## src/hw/uirda_pkg.sv

```systemverilog
package uirda_pkg;

    // ------------------------------------------------------------
    // bit timing, counted in baud-rate ticks (16 per bit)
    // ------------------------------------------------------------
    localparam int unsigned     TICKS_PER_BIT   = 16;
    localparam logic [3:0]      PULSE_START     = 4'h7;  // 7 ticks low
    localparam logic [3:0]      PULSE_END       = 4'ha;  // 3 ticks high
    localparam logic [3:0]      LAST_TICK       = 4'hf;
    localparam logic [15:0]     DIVISOR_RESET   = 16'hffff;
    localparam logic [3:0]      PRESCALE_LAST   = 4'hf;  // unused, a tick is divisor clocks

    // ------------------------------------------------------------
    // fifo and channel structure
    // ------------------------------------------------------------
    localparam int unsigned     CHANNELS        = 2;
    localparam int unsigned     FIFO_DEPTH      = 16;
    localparam int unsigned     FIFO_WIDTH      = 1;

    typedef enum logic [1:0] {
        UIRDA_IDLE = 2'b00,
        UIRDA_TX   = 2'b01,
        UIRDA_RX   = 2'b10
    } uirda_dir_t;

    // pin side of one channel
    typedef struct packed {
        logic tx_pin;
        logic rx_to_uart;
    } uirda_pins_t;

endpackage : uirda_pkg
```

## src/hw/uart_infrared_endec.sv

```systemverilog
// Functional notes
// - two independent encoder/decoder channels exist, one per uart.
// - with the codec enabled the link is half-duplex, never sending and receiving at once.
// - every encoded or decoded bit spans exactly 16 baud ticks.
// - a 1 bit keeps the modulated output low for all 16 ticks.
// - a 0 bit gives 7 ticks low, a 3-tick high pulse, then 6 ticks low.
// - when enabled the modulated signal, not raw uart tx, drives tx pin.
// - when enabled the rx pin feeds the decoder and uart rx is internal.
// - the decoder delivers the recovered bit stream to the uart receiver.
// - the decoder times its output with the uart baud-rate clock.
// - bit timing comes from the baud generator, any divisor allowed.
// - bit rate is system clock over sixteen times the 16-bit divisor.
// - only the first received bit may jitter, later bits are 16 ticks.
// - the enable bit routes data through the codec when 1, bypass at 0.
`timescale 1ns/1ps
`default_nettype none

// ----------------------------------------------------------------
// fifo: buffers raw uart tx bits ahead of the encoder
// ----------------------------------------------------------------
module uirda_fifo #(
    parameter int unsigned WIDTH = 1,
    parameter int unsigned DEPTH = 16
) (
    input  wire logic               ref_clk,
    input  wire logic               nrst,
    input  wire logic [WIDTH-1:0]   in_data,
    input  wire logic               in_valid,
    output logic                    in_ready,
    output logic      [WIDTH-1:0]   out_data,
    output logic                    out_valid,
    input  wire logic               out_ready
);
    localparam int unsigned AW = $clog2(DEPTH);
    logic [WIDTH-1:0] mem_reg [DEPTH];
    logic [AW:0]      wr_reg, wr_next, rd_reg, rd_next;
    logic             push, pop;

    // pointers carry one extra bit so full and empty are distinct
    always_comb begin
        push      = in_valid && in_ready;
        pop       = out_valid && out_ready;
        wr_next   = push ? wr_reg + 1'b1 : wr_reg;
        rd_next   = pop ? rd_reg + 1'b1 : rd_reg;
        in_ready  = (wr_reg - rd_reg) != (AW+1)'(DEPTH);
        out_valid = wr_reg != rd_reg;
        out_data  = mem_reg[rd_reg[AW-1:0]];
    end

    // storage and pointers
    always_ff @(posedge ref_clk or negedge nrst) begin
        if (!nrst) begin
            wr_reg <= '0;
            rd_reg <= '0;
        end else begin
            wr_reg <= wr_next;
            rd_reg <= rd_next;
        end
    end

    always_ff @(posedge ref_clk) begin
        if (push) begin
            mem_reg[wr_reg[AW-1:0]] <= in_data;
        end
    end
endmodule // uirda_fifo

// ----------------------------------------------------------------
// one channel: baud tick, encoder, decoder, pin steering
// ----------------------------------------------------------------
module uirda_channel
    import uirda_pkg::*;
(
    input  wire logic           ref_clk,
    input  wire logic           nrst,
    input  wire logic           infrared_codec_enable,
    input  wire logic [15:0]    baud_divisor_value,
    input  wire logic           uart_tx,
    output logic                uart_tx_ready,
    input  wire logic           rx_pin,
    output logic                tx_pin,
    output logic                uart_rx
);
    // ------------------------------------------------------------
    // baud tick: the divisor alone, no /16 prescale, gives one tick per 1/16 bit
    // ------------------------------------------------------------
    logic [15:0] div_reg, div_next;
    logic        tick;

    // a lowered divisor or the reset value reloads at once, no stale count
    always_comb begin
        tick     = (div_reg <= 16'h0001) || (div_reg > baud_divisor_value);
        div_next = tick ? baud_divisor_value : div_reg - 16'h0001;
    end

    always_ff @(posedge ref_clk or negedge nrst) begin
        if (!nrst) begin
            div_reg <= DIVISOR_RESET;
        end else begin
            div_reg <= div_next;
        end
    end
    // one tick = divisor clocks, 16 ticks a bit, so rate = f/(16*div)

    // ------------------------------------------------------------
    // tx buffer and input sync
    // ------------------------------------------------------------
    logic fifo_bit, fifo_valid, fifo_pop;
    logic rx_s1_reg, rx_s2_reg;

    uirda_fifo #(.WIDTH(FIFO_WIDTH), .DEPTH(FIFO_DEPTH)) u_fifo (
        .ref_clk   (ref_clk),
        .nrst      (nrst),
        .in_data   (uart_tx),
        .in_valid  (infrared_codec_enable && tick),
        .in_ready  (uart_tx_ready),
        .out_data  (fifo_bit),
        .out_valid (fifo_valid),
        .out_ready (fifo_pop)
    );

    // two flops before the pin reaches any logic
    always_ff @(posedge ref_clk or negedge nrst) begin
        if (!nrst) begin
            rx_s1_reg <= 1'b0;
            rx_s2_reg <= 1'b0;
        end else begin
            rx_s1_reg <= rx_pin;
            rx_s2_reg <= rx_s1_reg;
        end
    end

    // ------------------------------------------------------------
    // encoder and decoder state
    // ------------------------------------------------------------
    uirda_dir_t dir_reg, dir_next;
    logic [3:0] ph_reg, ph_next;
    logic       bit_reg, bit_next;
    logic       txo_reg, txo_next;
    logic       rxo_reg, rxo_next;
    logic       hit_reg, hit_next;
    logic       sampled;

    // tx samples the raw line every tick the fifo has room, so the fifo holds 16 per bit
    always_comb begin
        dir_next = dir_reg;
        ph_next  = ph_reg;
        bit_next = bit_reg;
        hit_next = hit_reg;
        fifo_pop = 1'b0;
        sampled  = 1'b0;
        if (!infrared_codec_enable) begin
            dir_next = UIRDA_IDLE;
            ph_next  = 4'h0;
        end else if (tick) begin
            case (dir_reg)
                UIRDA_IDLE: begin
                    if (rx_s2_reg) begin
                        dir_next = UIRDA_RX;  // pulse starts a rx bit
                        ph_next  = 4'h1;
                        hit_next = 1'b1;
                    end else if (fifo_valid && !fifo_bit) begin
                        dir_next = UIRDA_TX;  // start bit of a frame
                        fifo_pop = 1'b1;
                        bit_next = 1'b0;
                        ph_next  = 4'h1;
                    end else if (fifo_valid) begin
                        fifo_pop = 1'b1;      // idle marks drop out
                    end
                end
                UIRDA_TX: begin
                    fifo_pop = fifo_valid;
                    ph_next  = ph_reg + 4'h1;
                    if (ph_reg == 4'h0) begin // first sample of next bit
                        bit_next = fifo_valid ? fifo_bit : 1'b1;
                        if (fifo_valid && fifo_bit && bit_reg) begin
                            dir_next = UIRDA_IDLE;
                        end
                    end
                end
                UIRDA_RX: begin
                    ph_next = ph_reg + 4'h1;
                    if (rx_s2_reg) begin
                        hit_next = 1'b1;
                    end
                    if (ph_reg == LAST_TICK) begin
                        sampled  = 1'b1;
                        hit_next = rx_s2_reg; // a pulse on the edge wins
                        if (!hit_reg && !rx_s2_reg) begin
                            dir_next = UIRDA_IDLE; // no pulse: line idle
                        end
                    end
                end
                default: dir_next = UIRDA_IDLE;
            endcase
        end
    end

    // outputs: a pulse yields 0 for the bit, no pulse yields 1
    always_comb begin
        txo_next = 1'b0;
        if (infrared_codec_enable && dir_next == UIRDA_TX && !bit_next) begin
            txo_next = (ph_next >= PULSE_START) && (ph_next < PULSE_END);
        end // a 1 bit leaves txo low for all 16 ticks
        rxo_next = rxo_reg;
        if (dir_next == UIRDA_RX || dir_reg == UIRDA_RX) begin
            rxo_next = !(hit_next || hit_reg) ? 1'b1 : 1'b0;
        end
        if (sampled && !hit_reg && !rx_s2_reg) begin
            rxo_next = 1'b1;
        end
        if (!infrared_codec_enable || dir_next == UIRDA_IDLE) begin
            rxo_next = 1'b1;
        end
    end

    always_ff @(posedge ref_clk or negedge nrst) begin
        if (!nrst) begin
            dir_reg <= UIRDA_IDLE;
            ph_reg  <= 4'h0;
            bit_reg <= 1'b1;
            hit_reg <= 1'b0;
            txo_reg <= 1'b0;
            rxo_reg <= 1'b1;
        end else begin
            dir_reg <= dir_next;
            ph_reg  <= ph_next;
            bit_reg <= bit_next;
            hit_reg <= hit_next;
            txo_reg <= txo_next;
            rxo_reg <= rxo_next;
        end
    end

    // ------------------------------------------------------------
    // pin steering: bypass when the enable is clear
    // ------------------------------------------------------------
    logic tx_pin_next, uart_rx_next;
    always_comb begin
        tx_pin_next  = infrared_codec_enable ? txo_next : uart_tx;
        uart_rx_next = infrared_codec_enable ? rxo_next : rx_s2_reg;
    end

    always_ff @(posedge ref_clk or negedge nrst) begin
        if (!nrst) begin
            tx_pin  <= 1'b1;
            uart_rx <= 1'b1;
        end else begin
            tx_pin  <= tx_pin_next;
            uart_rx <= uart_rx_next;
        end
    end

    // ------------------------------------------------------------
    // checks
    // ------------------------------------------------------------
    // lit time counted in ticks: slow divisors outrun any delay range
    logic [3:0] lit_ticks_reg, lit_ticks_next;
    always_comb begin
        lit_ticks_next = txo_reg ? lit_ticks_reg : 4'h0;
        if (txo_reg && tick && lit_ticks_reg != LAST_TICK) begin
            lit_ticks_next = lit_ticks_reg + 4'h1;
        end
    end

    always_ff @(posedge ref_clk or negedge nrst) begin
        if (!nrst) begin
            lit_ticks_reg <= 4'h0;
        end else begin
            lit_ticks_reg <= lit_ticks_next;
        end
    end
endmodule // uirda_channel

// ----------------------------------------------------------------
// top: two channels, one per uart
// ----------------------------------------------------------------
module uart_infrared_endec
    import uirda_pkg::*;
(
    input  wire logic           ref_clk,
    input  wire logic           nrst,
    input  wire logic [1:0]     infrared_codec_enable,
    input  wire logic [31:0]    baud_divisor_value,
    input  wire logic [1:0]     uart_tx,
    output logic      [1:0]     uart_tx_ready,
    input  wire logic [1:0]     modulated_rx_in,
    output logic      [1:0]     modulated_tx_out,
    output logic      [1:0]     uart_rx
);
    // each channel has its own uart, divisor and enable
    for (genvar i = 0; i < CHANNELS; i++) begin : g_ch
        uirda_channel u_ch (
            .ref_clk               (ref_clk),
            .nrst                  (nrst),
            .infrared_codec_enable (infrared_codec_enable[i]),
            .baud_divisor_value    (baud_divisor_value[16*i +: 16]),
            .uart_tx               (uart_tx[i]),
            .uart_tx_ready         (uart_tx_ready[i]),
            .rx_pin                (modulated_rx_in[i]),
            .tx_pin                (modulated_tx_out[i]),
            .uart_rx               (uart_rx[i])
        );
    end
endmodule // uart_infrared_endec

`default_nettype wire

```

## config.mk

```make
export PLATFORM = sky130hd
export DESIGN_NAME = uart_infrared_endec
export DESIGN_NICKNAME = d
export VERILOG_FILES = /design/src/hw/uirda_pkg.sv /design/src/hw/uart_infrared_endec.sv
export SDC_FILE = /design/constraint.sdc
export NUM_CORES = 1
export LEC_CHECK = 0
export BUFFER_PORTS_ARGS = -buffer_cell sky130_fd_sc_hd__buf_2
export CORE_UTILIZATION = 35
export CTS_CLUSTER_DIAMETER = 120
export DETAILED_ROUTE_END_ITERATION = 16
export SYNTH_ARGS = -nofsm -noshare
export SYNTH_HDL_FRONTEND = slang
export SYNTH_SLANG_ARGS = --single-unit
```

## constraint.sdc

```tcl
create_clock -name ref_clk -period 3.76 [get_ports ref_clk]
set_input_delay 0.94 -clock ref_clk [delete_from_list [all_inputs] [get_ports ref_clk]]
set_output_delay 0.94 -clock ref_clk [all_outputs]
set_load 0.02 [all_outputs]
```

Word level (Yosys, flattened, before mapping)
Memories as Yosys holds them, arrays and structs flattened.
Cells that the tools add are included.
{ "word_totals": {"elab_cells": 200, "inputBits": 40, "n_memories": 2, "output_inout_bits": 6, "regBits": 78, "ramBits": 32} }
{ "classes": {"n_reduce_logical": 50, "n_lt_le_gt_ge": 8, "n_eq_ne": 14, "muxes": 92, "addsub": 10} }
{ "mem_list": {"columns": ["memory", "depth", "width", "rd", "rd_clocked_by_memory_dff", "write_ports", "line_no", "text"], "rows": [
  ["g_ch[0].u_ch.u_fifo.mem_reg", 16, 1, 1, 0, 1, "uart_infrared_endec.sv:35", "logic [WIDTH-1:0] mem_reg [DEPTH];"],
  ["g_ch[1].u_ch.u_fifo.mem_reg", 16, 1, 1, 0, 1, "uart_infrared_endec.sv:35", null]
]} }
{ "ops": {"columns": ["operator", "count"], "rows": [
  ["1-bit 2-to-1 mux", 56],
  ["16-bit greater-than comparator", 2],
  ["16-bit by 1-bit less-or-equal comparator with 1-bit output, second input constant", 2],
  ["16-bit 2-to-1 mux", 2],
  ["2-bit 2-to-1 mux", 16],
  ["4-bit 2-to-1 mux", 8],
  ["16-bit by 1-bit subtractor with 16-bit output, second input constant", 2],
  ["1-bit logical AND", 24],
  ["5-bit by 1-bit adder with 5-bit output, second input constant", 4],
  ["4-bit one-hot mux with 2 select lines", 2],
  ["1-bit one-hot mux with 2 select lines", 6],
  ["2-bit one-hot mux with 3 select lines", 2],
  ["1-bit logical NOT", 10],
  ["5-bit inequality test", 2],
  ["5-bit inequality test, second input constant", 2],
  ["5-bit subtractor", 2],
  ["4-bit by 1-bit adder with 4-bit output, second input constant", 2],
  ["2-bit by 1-bit equality test with 1-bit output, second input constant", 4],
  ["2-bit equality test, second input constant", 4],
  ["4-bit equality test, second input constant", 2],
  ["4-bit by 3-bit greater-or-equal comparator with 1-bit output, second input constant", 2],
  ["2-bit logical NOT", 4],
  ["4-bit logical NOT", 2],
  ["1-bit logical OR", 8],
  ["2 further kinds", 4]
]} }

Logic depth before layout (Yosys ltp)
Gate-level depths: netlist of the first run.
{ "logic_depth": {"word_depth": 14, "depth_mapped": 12, "depth_no_buf": 11} }

Modules after synthesis
A second synthesis of the first run with hierarchy kept.
{ "unflattened": {"hier_cells": 767, "hier_area_um2": 7611.0} }
{ "by_module_without_submodules": {"columns": ["module", "seq_area_each_um2", "instances", "cells_each", "area_per_inst_um2"], "rows": [
  ["uirda_channel (g_ch[1].u_ch)", 750.7, 1, 258, 2242.2],
  ["uirda_channel (g_ch[0].u_ch)", 750.7, 1, 248, 2195.9],
  ["uirda_fifo (g_ch[0].u_ch.u_fifo)", 730.7, 1, 131, 1609.0],
  ["uirda_fifo (g_ch[1].u_ch.u_fifo)", 730.7, 1, 130, 1564.0]
]} }

Least setup slack after synthesis of the first run
OpenSTA, ideal clock, no wires.
{ "synth_path": {"path_kind": "in2reg", "start": "input baud_divisor_value[23]", "end": "memory g_ch[1].u_ch.u_fifo.mem_reg[0], enable pin", "cell_stages": 12, "slack_ns": 0.318, "t_required_ns": 3.468, "n_path_buf": 2, "setup_time_ns": 0.292, "arrival_ns": 3.150, "cell_sequence": "inv_1 -> ha_1 -> nand4_1 -> a211oi_1 -> o21ai_1 -> a22oi_1 -> nand2b_1 -> clkbuf_1 -> nand3_1 -> clkbuf_1 -> nor3_1 -> and2_1"} }
{ "synth_between": {"elab_chain_len": 6} }
{ "synth_lines": {"columns": ["element", "line_no", "text"], "rows": [
  ["from (decl)", "uart_infrared_endec.sv:284", "input wire logic [31:0] baud_divisor_value,"],
  ["16-bit greater-than comparator", "uart_infrared_endec.sv:92", "tick = (div_reg <= 16'h0001) || (div_reg > baud_divisor_value);"],
  ["1-bit logical OR", "uart_infrared_endec.sv:92", null],
  ["1-bit logical AND", "uart_infrared_endec.sv:115", ".in_valid (infrared_codec_enable && tick),"],
  ["1-bit logical AND", "uart_infrared_endec.sv:41", "push = in_valid && in_ready;"],
  ["1-bit 2-to-1 mux", "uart_infrared_endec.sv:62", "if (push) begin"],
  ["1-bit 2-to-1 mux (implied by the code)", "uart_infrared_endec.sv:63", "mem_reg[wr_reg[AW-1:0]] <= in_data;"],
  ["to (decl)", "uart_infrared_endec.sv:35", null]
]} }
No other way between the ends.

Worst setup path in the final report of the first run
{ "layout_path": {"start": "register g_ch[0].u_ch.u_fifo.rd_reg[1]", "end": "output uart_tx_ready[0]"} }
{ "layout_between": {"elab_chain_len": 2} }
{ "layout_lines": {"columns": ["element", "line_no", "text"], "rows": [
  ["from (decl)", "uart_infrared_endec.sv:36", "logic [AW:0] wr_reg, wr_next, rd_reg, rd_next;"],
  ["from (signal assigned)", "uart_infrared_endec.sv:57", "rd_reg <= rd_next;"],
  ["5-bit subtractor", "uart_infrared_endec.sv:45", "in_ready = (wr_reg - rd_reg) != (AW+1)'(DEPTH);"],
  ["5-bit inequality test", "uart_infrared_endec.sv:45", null],
  ["to (decl)", "uart_infrared_endec.sv:286", "output logic [1:0] uart_tx_ready,"]
]} }
No other way between the ends.

==> results of run 1 <==
[worst max-delay path: stages, from the launching register on]
cell,delay (ns)
dfrtp_1,0.48
inv_1,0.14
ha_1,0.32
nor2b_1,0.14
o21a_1,0.18
or4_1,0.47
a21o_1,0.22
buf_2,0.18
[path summary, 6_finish.rpt]
path	startpoint	end	cells past startpoint
worst max-delay path	g_ch[0].u_ch.u_fifo.rd_reg[1]	uart_tx_ready[0]	7
worst min-delay path	g_ch[0].u_ch.rx_s1_reg	g_ch[0].u_ch.rx_s2_reg	0
worst max register to register	g_ch[0].u_ch.div_reg[3]	g_ch[0].u_ch.tx_pin	9
worst min register to register	g_ch[0].u_ch.rx_s1_reg	g_ch[0].u_ch.rx_s2_reg	0
max in group asynchronous	nrst	g_ch[0].u_ch.div_reg[4]	2
min in group asynchronous	nrst	g_ch[1].u_ch.ph_reg[2]	1
[metal layers]
layer  up-vias  track usage  routed length (µm)
met4         0       0.0465                 232
li1       2669            -                   -
met5         -            0                   0
met1      2465        0.217                7620
met3        17       0.0281                 522
met2        96        0.232                6490
[power breakdown]
group	leakage, nW	switching (mW)	total [mW]	internal (mW)
sequential	1.19	0.471	2.22	1.75
clock	0.151	0.512	0.990	0.479
combinational	2.06	1.57	2.79	1.22
[cells in the final DEF (no fill, tap or decap), types with 6 or more instances in the layout]
cell / instances
a21oi_1: 28
nand2b_1: 12
nor2b_1: 7
and2_1: 25
dfstp_2: 40
dfrtp_1: 38
o21a_1: 6
nor2_1: 48
o21ai_0: 41
ha_1: 66
nand2_1: 63
xor2_1: 24
nand4_1: 15
edfxtp_1: 32
mux2i_1: 12
nand3_1: 18
buf_2: 44
clkbuf_16: 9
a31oi_1: 6
o31ai_1: 6
xnor2_1: 23
o21ai_1: 7
nor4_1: 11
buf_4: 13
inv_1: 74
nor3_1: 18
[kinds of logic after synthesis]
family,count (synthesis),synth area share
simple gates,243,0.176
compound gates,148,0.143
flops,110,0.419
buf+inv,97,0.0548
fa+ha+maj,66,0.117
xor+xnor,47,0.0582
mux,18,0.0329
[layout make-up]
class / count / area (µm²)
Fill cell: 2008 / 11700
Multi-Input combinational cell: 522 / 3730
Sequential cell: 110 / 2960
Tap cell: 265 / 332
Timing Repair Buffer: 57 / 318
Inverter: 74 / 278
Clock buffer: 9 / 225
Clock inverter: 7 / 83.8
[per-stage QoR]
step	setup WS [ns]	instances	power (mW)	util
5_1_grt	0.148	1044	6.56	0.403
4_1_cts	0.288	1044	6.05	0.403
2_1_floorplan	0.318	729	4.30	-
3_3_place_gp	0.217	1028	4.99	0.388
3_5_place_dp	0.216	1028	5.02	0.388
6_report	0.327	1044	6.00	0.403
==> impl_metrics.ini, run 1 <==
[logic_synthesis]
ys_top_cells_by_count = 74 x inv_1, 66 x ha_1, 63 x nand2_1
syn_inst = 729
synth-seq-area-share = 0.419
netlist_area_um2 = 7080
synth_top_cell_by_area = dfstp_2
synthTopCellsByArea = dfstp_2 15%, edfxtp_1 14%, dfrtp_1 13%
synth_edf_count = 32
synth_cell_types = 71
ys_warn_count = 0
yosysTopAreaCellShare = 0.149
synthFlopType = dfstp_2
synth_most_common_cell = inv_1
synth_seq_cells = 110
synth-async-reset-ratio = 0.709
syn_avg_cell_area_um2 = 9.71
synth_nets = 835

[cells_and_area]
drive_gt1_frac = 0.167
antenna_cells = 0
stdcell_area_um2 = 7930
area_growth_pct = 12.0
nNetsFinal = 880

[cts]
clock_path_buffers = 2
hold_buffers = 0
numCtsBuffers = 9
cts_tree = built
cts-resized-gates = 0
ctsHtreeMaxLevel = 3
post_cts_buffers = 0
cts.sinks = 110
clkTransAtPathRegs_ns = 0.08
clkLatencyLatePin_ns = 0.36
clockRootBuffer = clkbuf_16

[flow_run]
maxCapViolCount = 0

[timing]
drv_slew = 0
slew_headroom = 0.428
period_needed_ns = 3.43
finalSetupViolCount = 0
hold_violations = 0
rsz0062_at_grt = no
post-route-period-util = 0.913
fin_skew_ns = 0.0177
setup_tns_ns = 0
max_freq_ghz = 0.291
hold-worst-slack_ns = 0.353
tightest_slew_ns = 0.858

[pwr]
power.leakage_nw = 3.40
p_per_area_nw_per_um2 = 757
irDropWorstVdd_v = 0.000357

[floorplan]
ios = 46
start_util = 0.360
die_h_um = 144
die_area_um2 = 20800
die_x_um = 144
rows = 51
core_um2 = 19700

[critical_path]
required_ns = 2.82
endpoint_kind = primary output
arrival_ns = 2.49
rrSetupSlack_ns = 0.52
cp-start-kind = flip-flop
crit_type = reg -> out
cp_max_fo = 7

[hold_path]
min_path_type = reg -> reg

[route]
drt_iter0_drc = 238
drt-pass1-iter-count = 5
via_per_inst = 5.03
wirelength_um = 14900
wl_per_cell_um = 14.2
num_vias = 5247
drc_errors = 0
postRouteAntennaNets = 0

[global_routing]
overflow = 0
grt_antenna_before_repair = 0
grt_pass1_wl_um = 24900
grt_pass1_vias = 4997
grt_max_degree = 67
grtUsageTotal = 0.152

[place]
portBuffers = 45
place_area_um2 = 7620
hpwl_um = 11100
gp_congestion = 0.871

[outcome]
status = completed
(Power assumes the default switching activity.)
==> inputs of run 2 (changes only) <==
--- a/config.mk
+++ b/config.mk
@@ -6,7 +6,8 @@
 export NUM_CORES = 1
 export LEC_CHECK = 0
 export BUFFER_PORTS_ARGS = -buffer_cell sky130_fd_sc_hd__buf_2
-export CORE_UTILIZATION = 35
+export CORE_MARGIN = 8
+export CORE_UTILIZATION = 45
 export CTS_CLUSTER_DIAMETER = 120
 export DETAILED_ROUTE_END_ITERATION = 16
 export SYNTH_ARGS = -nofsm -noshare
==> impl_metrics.ini, run 2 (synthesis results as in run 1) <==
[timing]
max_freq_ghz = 0.293
drv_slew = 0
period_needed_ns = 3.41
hold_violations = 0
post-route-period-util = 0.906
tightest_slew_ns = 1.02
rsz0062_at_grt = no
fin_skew_ns = 0.00922
fin_ws_ns = 0.352
setup_tns_ns = 0
slew_headroom = 0.321
finalSetupViolCount = 0

[place]
place_area_um2 = 7530
hpwl_um = 11300
dp_cells = 976
gp_congestion = 0.856
portBuffers = 45
place_ws_ns = 0.102

[global_routing]
grtUsageTotal = 0.158
grt_max_degree = 79
overflow = 0
grt_antenna_before_repair = 0
grt_pass1_wl_um = 25800
grt_pass1_vias = 5478

[route]
wl_per_cell_um = 15.2
drt-pass1-iter-count = 4
drt_iter0_drc = 242
postRouteAntennaNets = 0
via_per_inst = 5.33
num_vias = 5289
drc_errors = 0
wirelength_um = 15100

[cts]
clkTransAtPathRegs_ns = 0.08
post_cts_buffers = 0
cts-resized-gates = 0
cts.sinks = 110
hold_buffers = 0
numCtsBuffers = 9
cts_tree = built
ctsHtreeMaxLevel = 3
clock_path_buffers = 2
clkLatencyLatePin_ns = 0.36
clockRootBuffer = clkbuf_16

[pwr]
p_per_area_nw_per_um2 = 764
power.leakage_nw = 3.39
irDropWorstVdd_v = 0.000320

[cells_and_area]
stdcell_area_um2 = 7830
layout.cells.most_common = inv_1
antenna_cells = 0
nNetsFinal = 877
drive_gt1_frac = 0.164
area_growth_pct = 10.7
stdcell_count = 992
final_cell_mix = 74 x inv_1, 66 x ha_1, 63 x nand2_1

[critical_path]
cp-start-kind = flip-flop
endpoint_kind = primary output
required_ns = 2.82
crit_chain = inv_1 > ha_1 > nor2b_1 > o21a_1 > or4_1 > a21o_1 > buf_2
arrival_ns = 2.47
cp_slowest_stage_delay_ns = 0.49
crit_type = reg -> out
slowest_stage = dfrtp_1
cp_max_fo = 7

[floorplan]
core_um2 = 15700
die_x_um = 141
die_h_um = 141
start_util = 0.452
rows = 46
die_area_um2 = 20000
ios = 46

[flow_run]
maxCapViolCount = 0

[outcome]
status = completed

[hold_path]
min_path_type = reg -> reg
run 2: layer usage:
metal  up-vias  GRT usage  wire (µm)
li1       2667          -          -
met1      2547      0.199       7150
met2        65      0.272       7340
met3        10     0.0360        519
met4         0     0.0350        125
met5         -          0          0
run 2: stage by stage:
step                utilization  hold WS [ns]  total power, mW
finish                    0.500         0.398             5.99
global route              0.500         0.412             6.52
CTS                       0.500         0.400             6.03
detailed placement        0.481         0.381             5.03
global placement          0.481         0.378             4.91
floorplan                     -         0.331             4.30
run 2: path summary, 6_finish.rpt:
check	start	endpoint	slack, ns	cells after the start
max	g_ch[0].u_ch.u_fifo.rd_reg[1]	uart_tx_ready[0]	0.35	7
min	g_ch[0].u_ch.rx_s1_reg	g_ch[0].u_ch.rx_s2_reg	0.40	0
max reg2reg	g_ch[0].u_ch.div_reg[3]	g_ch[0].u_ch.tx_pin	0.45	9
min reg2reg	g_ch[0].u_ch.rx_s1_reg	g_ch[0].u_ch.rx_s2_reg	0.40	0
max in group asynchronous	nrst	g_ch[1].u_ch.ph_reg[0]	2.35	1
min in group asynchronous	nrst	g_ch[1].u_ch.u_fifo.wr_reg[0]	0.74	1
run 2: cell type report:
| class | count | area, µm² |
|---|---|---|
| Sequential cell | 110 | 2960 |
| Clock inverter | 7 | 76.3 |
| Clock buffer | 9 | 225 |
| Timing Repair Buffer | 54 | 295 |
| Tap cell | 216 | 270 |
| Inverter | 74 | 278 |
| Multi-Input combinational cell | 522 | 3730 |
| Fill cell | 1468 | 7820 |
run 2: critical path, delay by kind of cell (launching register included):
family	cells	cell delay, ns
and+or+nand+nor	2	0.62
DFF	1	0.49
AOI/OAI and AO/OA	2	0.37
adders and majority gates	1	0.33
buffers and inverters	2	0.30
run 2: report_power, final:
group | total [mW] | internal [mW] | switching [mW]
Sequential | 2.23 | 1.75 | 0.480
Clock | 0.965 | 0.474 | 0.491
Combinational | 2.80 | 1.20 | 1.59
Total | 5.99 | 3.42 | 2.57
==> inputs of run 3 (changes only) <==
--- a/config.mk
+++ b/config.mk
@@ -5,6 +5,7 @@
 export SDC_FILE = /design/constraint.sdc
 export NUM_CORES = 1
 export LEC_CHECK = 0
+export ABC_AREA = 1
 export BUFFER_PORTS_ARGS = -buffer_cell sky130_fd_sc_hd__buf_2
 export CORE_MARGIN = 8
 export CORE_UTILIZATION = 45
==> impl_metrics.ini, run 3 <==
[logic_synthesis]
synth_nets = 1024
ys_warn_count = 0
synth_cell_types = 45
yosysTopAreaCellShare = 0.143
synth-async-reset-ratio = 0.709
syn_avg_cell_area_um2 = 8.00
synth_edf_count = 32
netlist_area_um2 = 7350
synthTopCellsByArea = dfstp_2 14%, edfxtp_1 13%, dfrtp_1 13%
synth_seq_cells = 110
synth-seq-area-share = 0.403
synth_most_common_cell = nand2_1
synthFlopType = dfstp_2
ys_top_cells_by_count = 226 x nand2_1, 139 x inv_1, 88 x nor2_1
syn_inst = 918
synth_top_cell_by_area = dfstp_2

[place]
hpwl_um = 11300
gp_congestion = 0.798
portBuffers = 45

[critical_path]
required_ns = 2.82
cp_slowest_stage_delay_ns = 0.49
regToRegEndpoint = g_ch[1].u_ch.uart_rx
crit_chain = inv_2 > ha_1 > inv_1 > o21bai_1 > a21oi_1 > nor2_1 > o21ai_0 > nand4_1 > buf_2
worst-path-buf-inv = 3
slowest_stage = dfrtp_1
critPathTopFamily = flip-flops
cp_max_fo = 7
arrival_ns = 2.28
endpoint_kind = primary output
crit_type = reg -> out
rrSetupSlack_ns = 1.19
r2r_cells = 17
crit-reg2reg-launch = g_ch[1].u_ch.div_reg[5]
cp-start-kind = flip-flop

[route]
drt_iter0_drc = 240
drc_errors = 0
wl_per_cell_um = 12.7
num_vias = 5693
postRouteAntennaNets = 0
via_per_inst = 4.81
wirelength_um = 15100
drt-pass1-iter-count = 5

[cts]
clockRootBuffer = clkbuf_16
cts.sinks = 110
clkLatencyLatePin_ns = 0.36
hold_buffers = 0
clkTransAtPathRegs_ns = 0.08
clock_path_buffers = 2
numCtsBuffers = 9
cts_tree = built
ctsHtreeMaxLevel = 3
cts-resized-gates = 0
post_cts_buffers = 0

[hold_path]
min_path_type = reg -> reg
min_path_cells = 0
hold_path_end = g_ch[1].u_ch.rx_s2_reg
worstHoldStart = g_ch[1].u_ch.rx_s1_reg

[global_routing]
grt_max_degree = 73
grtUsageTotal = 0.157
grt_antenna_before_repair = 0
overflow = 0
grt_pass1_wl_um = 26200
grt_pass1_vias = 5716

[cells_and_area]
area_growth_pct = 9.43
nNetsFinal = 1069
final_cell_mix = 226 x nand2_1, 139 x inv_1, 88 x nor2_1
drive_gt1_frac = 0.160
layout.cells.most_common = nand2_1
fillers = 1601
antenna_cells = 0

[outcome]
status = completed

[pwr]
finalPower_mw = 5.97
power.leakage_nw = 3.91
irDropWorstVdd_v = 0.000399
p_per_area_nw_per_um2 = 743

[floorplan]
start_util = 0.461
ios = 46
core_um2 = 15900
die_area_um2 = 20700
die_x_um = 144
rows = 46
die_h_um = 144

[timing]
tightest_slew_ns = 0.986
period_needed_ns = 3.22
setup_tns_ns = 0
fin_skew_ns = 0.00923
slew_headroom = 0.343
drv_slew = 0
post-route-period-util = 0.857
rsz0062_at_grt = no
finalSetupViolCount = 0
hold_violations = 0
hold-worst-slack_ns = 0.350
max_freq_ghz = 0.310

[flow_run]
maxCapViolCount = 0
run 3: cell count changes after synthesis, sizes merged, moves of 9 or more:
cell	change
nand2	+174
inv	+78
nor2	+52
nand3	+33
and2	-24
mux2i	-12
nand2b	-12
clkbuf	-11
o21ai	+11
xnor2	-11
nor4	-10
nor3	-9
run 3: worst max path at each step:
| stage | slack, ns | cells past startpoint | endpoint | from |
|---|---|---|---|---|
| 2_1_floorplan | 1.11 | 17 | g_ch[0].u_ch.uart_rx | baud_divisor_value[11] |
| 3_3_place_gp | 0.60 | 16 | g_ch[1].u_ch.uart_rx | baud_divisor_value[31] |
| 3_5_place_dp | 0.60 | 16 | g_ch[1].u_ch.uart_rx | baud_divisor_value[31] |
| 4_1_cts | 0.56 | 9 | uart_tx_ready[0] | g_ch[0].u_ch.u_fifo.rd_reg[1] |
| 5_1_grt | 0.29 | 9 | uart_tx_ready[0] | g_ch[0].u_ch.u_fifo.rd_reg[1] |
| 6_report | 0.54 | 9 | uart_tx_ready[0] | g_ch[0].u_ch.u_fifo.rd_reg[1] |
run 3: area by class of cell:
cell class	instances	area, µm²	share of cell area
inverter	154	582	0.0724
clock inverter	6	38.8	0.00482
multi-input combinational	640	3710	0.462
clock buffer	9	225	0.0280
sequential	110	2960	0.369
timing repair buffer	48	250	0.0311
tap	216	270	0.0336
run 3: logic make-up after synthesis:
| family | Yosys count | synth area share |
|---|---|---|
| DFF | 110 | 0.403 |
| buffers and inverters | 168 | 0.0916 |
| and+or+nand+nor | 423 | 0.255 |
| xor gates and xnor gates | 38 | 0.0453 |
| adders and majority gates | 66 | 0.112 |
| AOI/OAI and AO/OA | 113 | 0.0928 |
run 3: power breakdown:
part	total [mW]	internal (mW)	switching, mW
logic	2.95	1.06	1.89
clock network	0.895	0.446	0.450
registers	2.13	1.74	0.382
total	5.97	3.25	2.72
run 3: metal layers:
metal | up-vias | GRT usage | share of wire
met1 | 2611 | 0.201 | 0.49
met2 | 56 | 0.264 | 0.47
met4 | 0 | 0.0432 | 0.011
met5 | - | 0 | 0
met3 | 11 | 0.0295 | 0.033
li1 | 3015 | - | -
run 3: metrics by stage:
step,cells,setup WS [ns],area [µm²],utilization
global placement,1168,0.599,7780,0.488
finish,1183,0.537,8040,0.504
CTS,1183,0.557,8040,0.504
floorplan,918,1.11,7350,-
detailed placement,1168,0.601,7780,0.488
global route,1183,0.288,8040,0.504
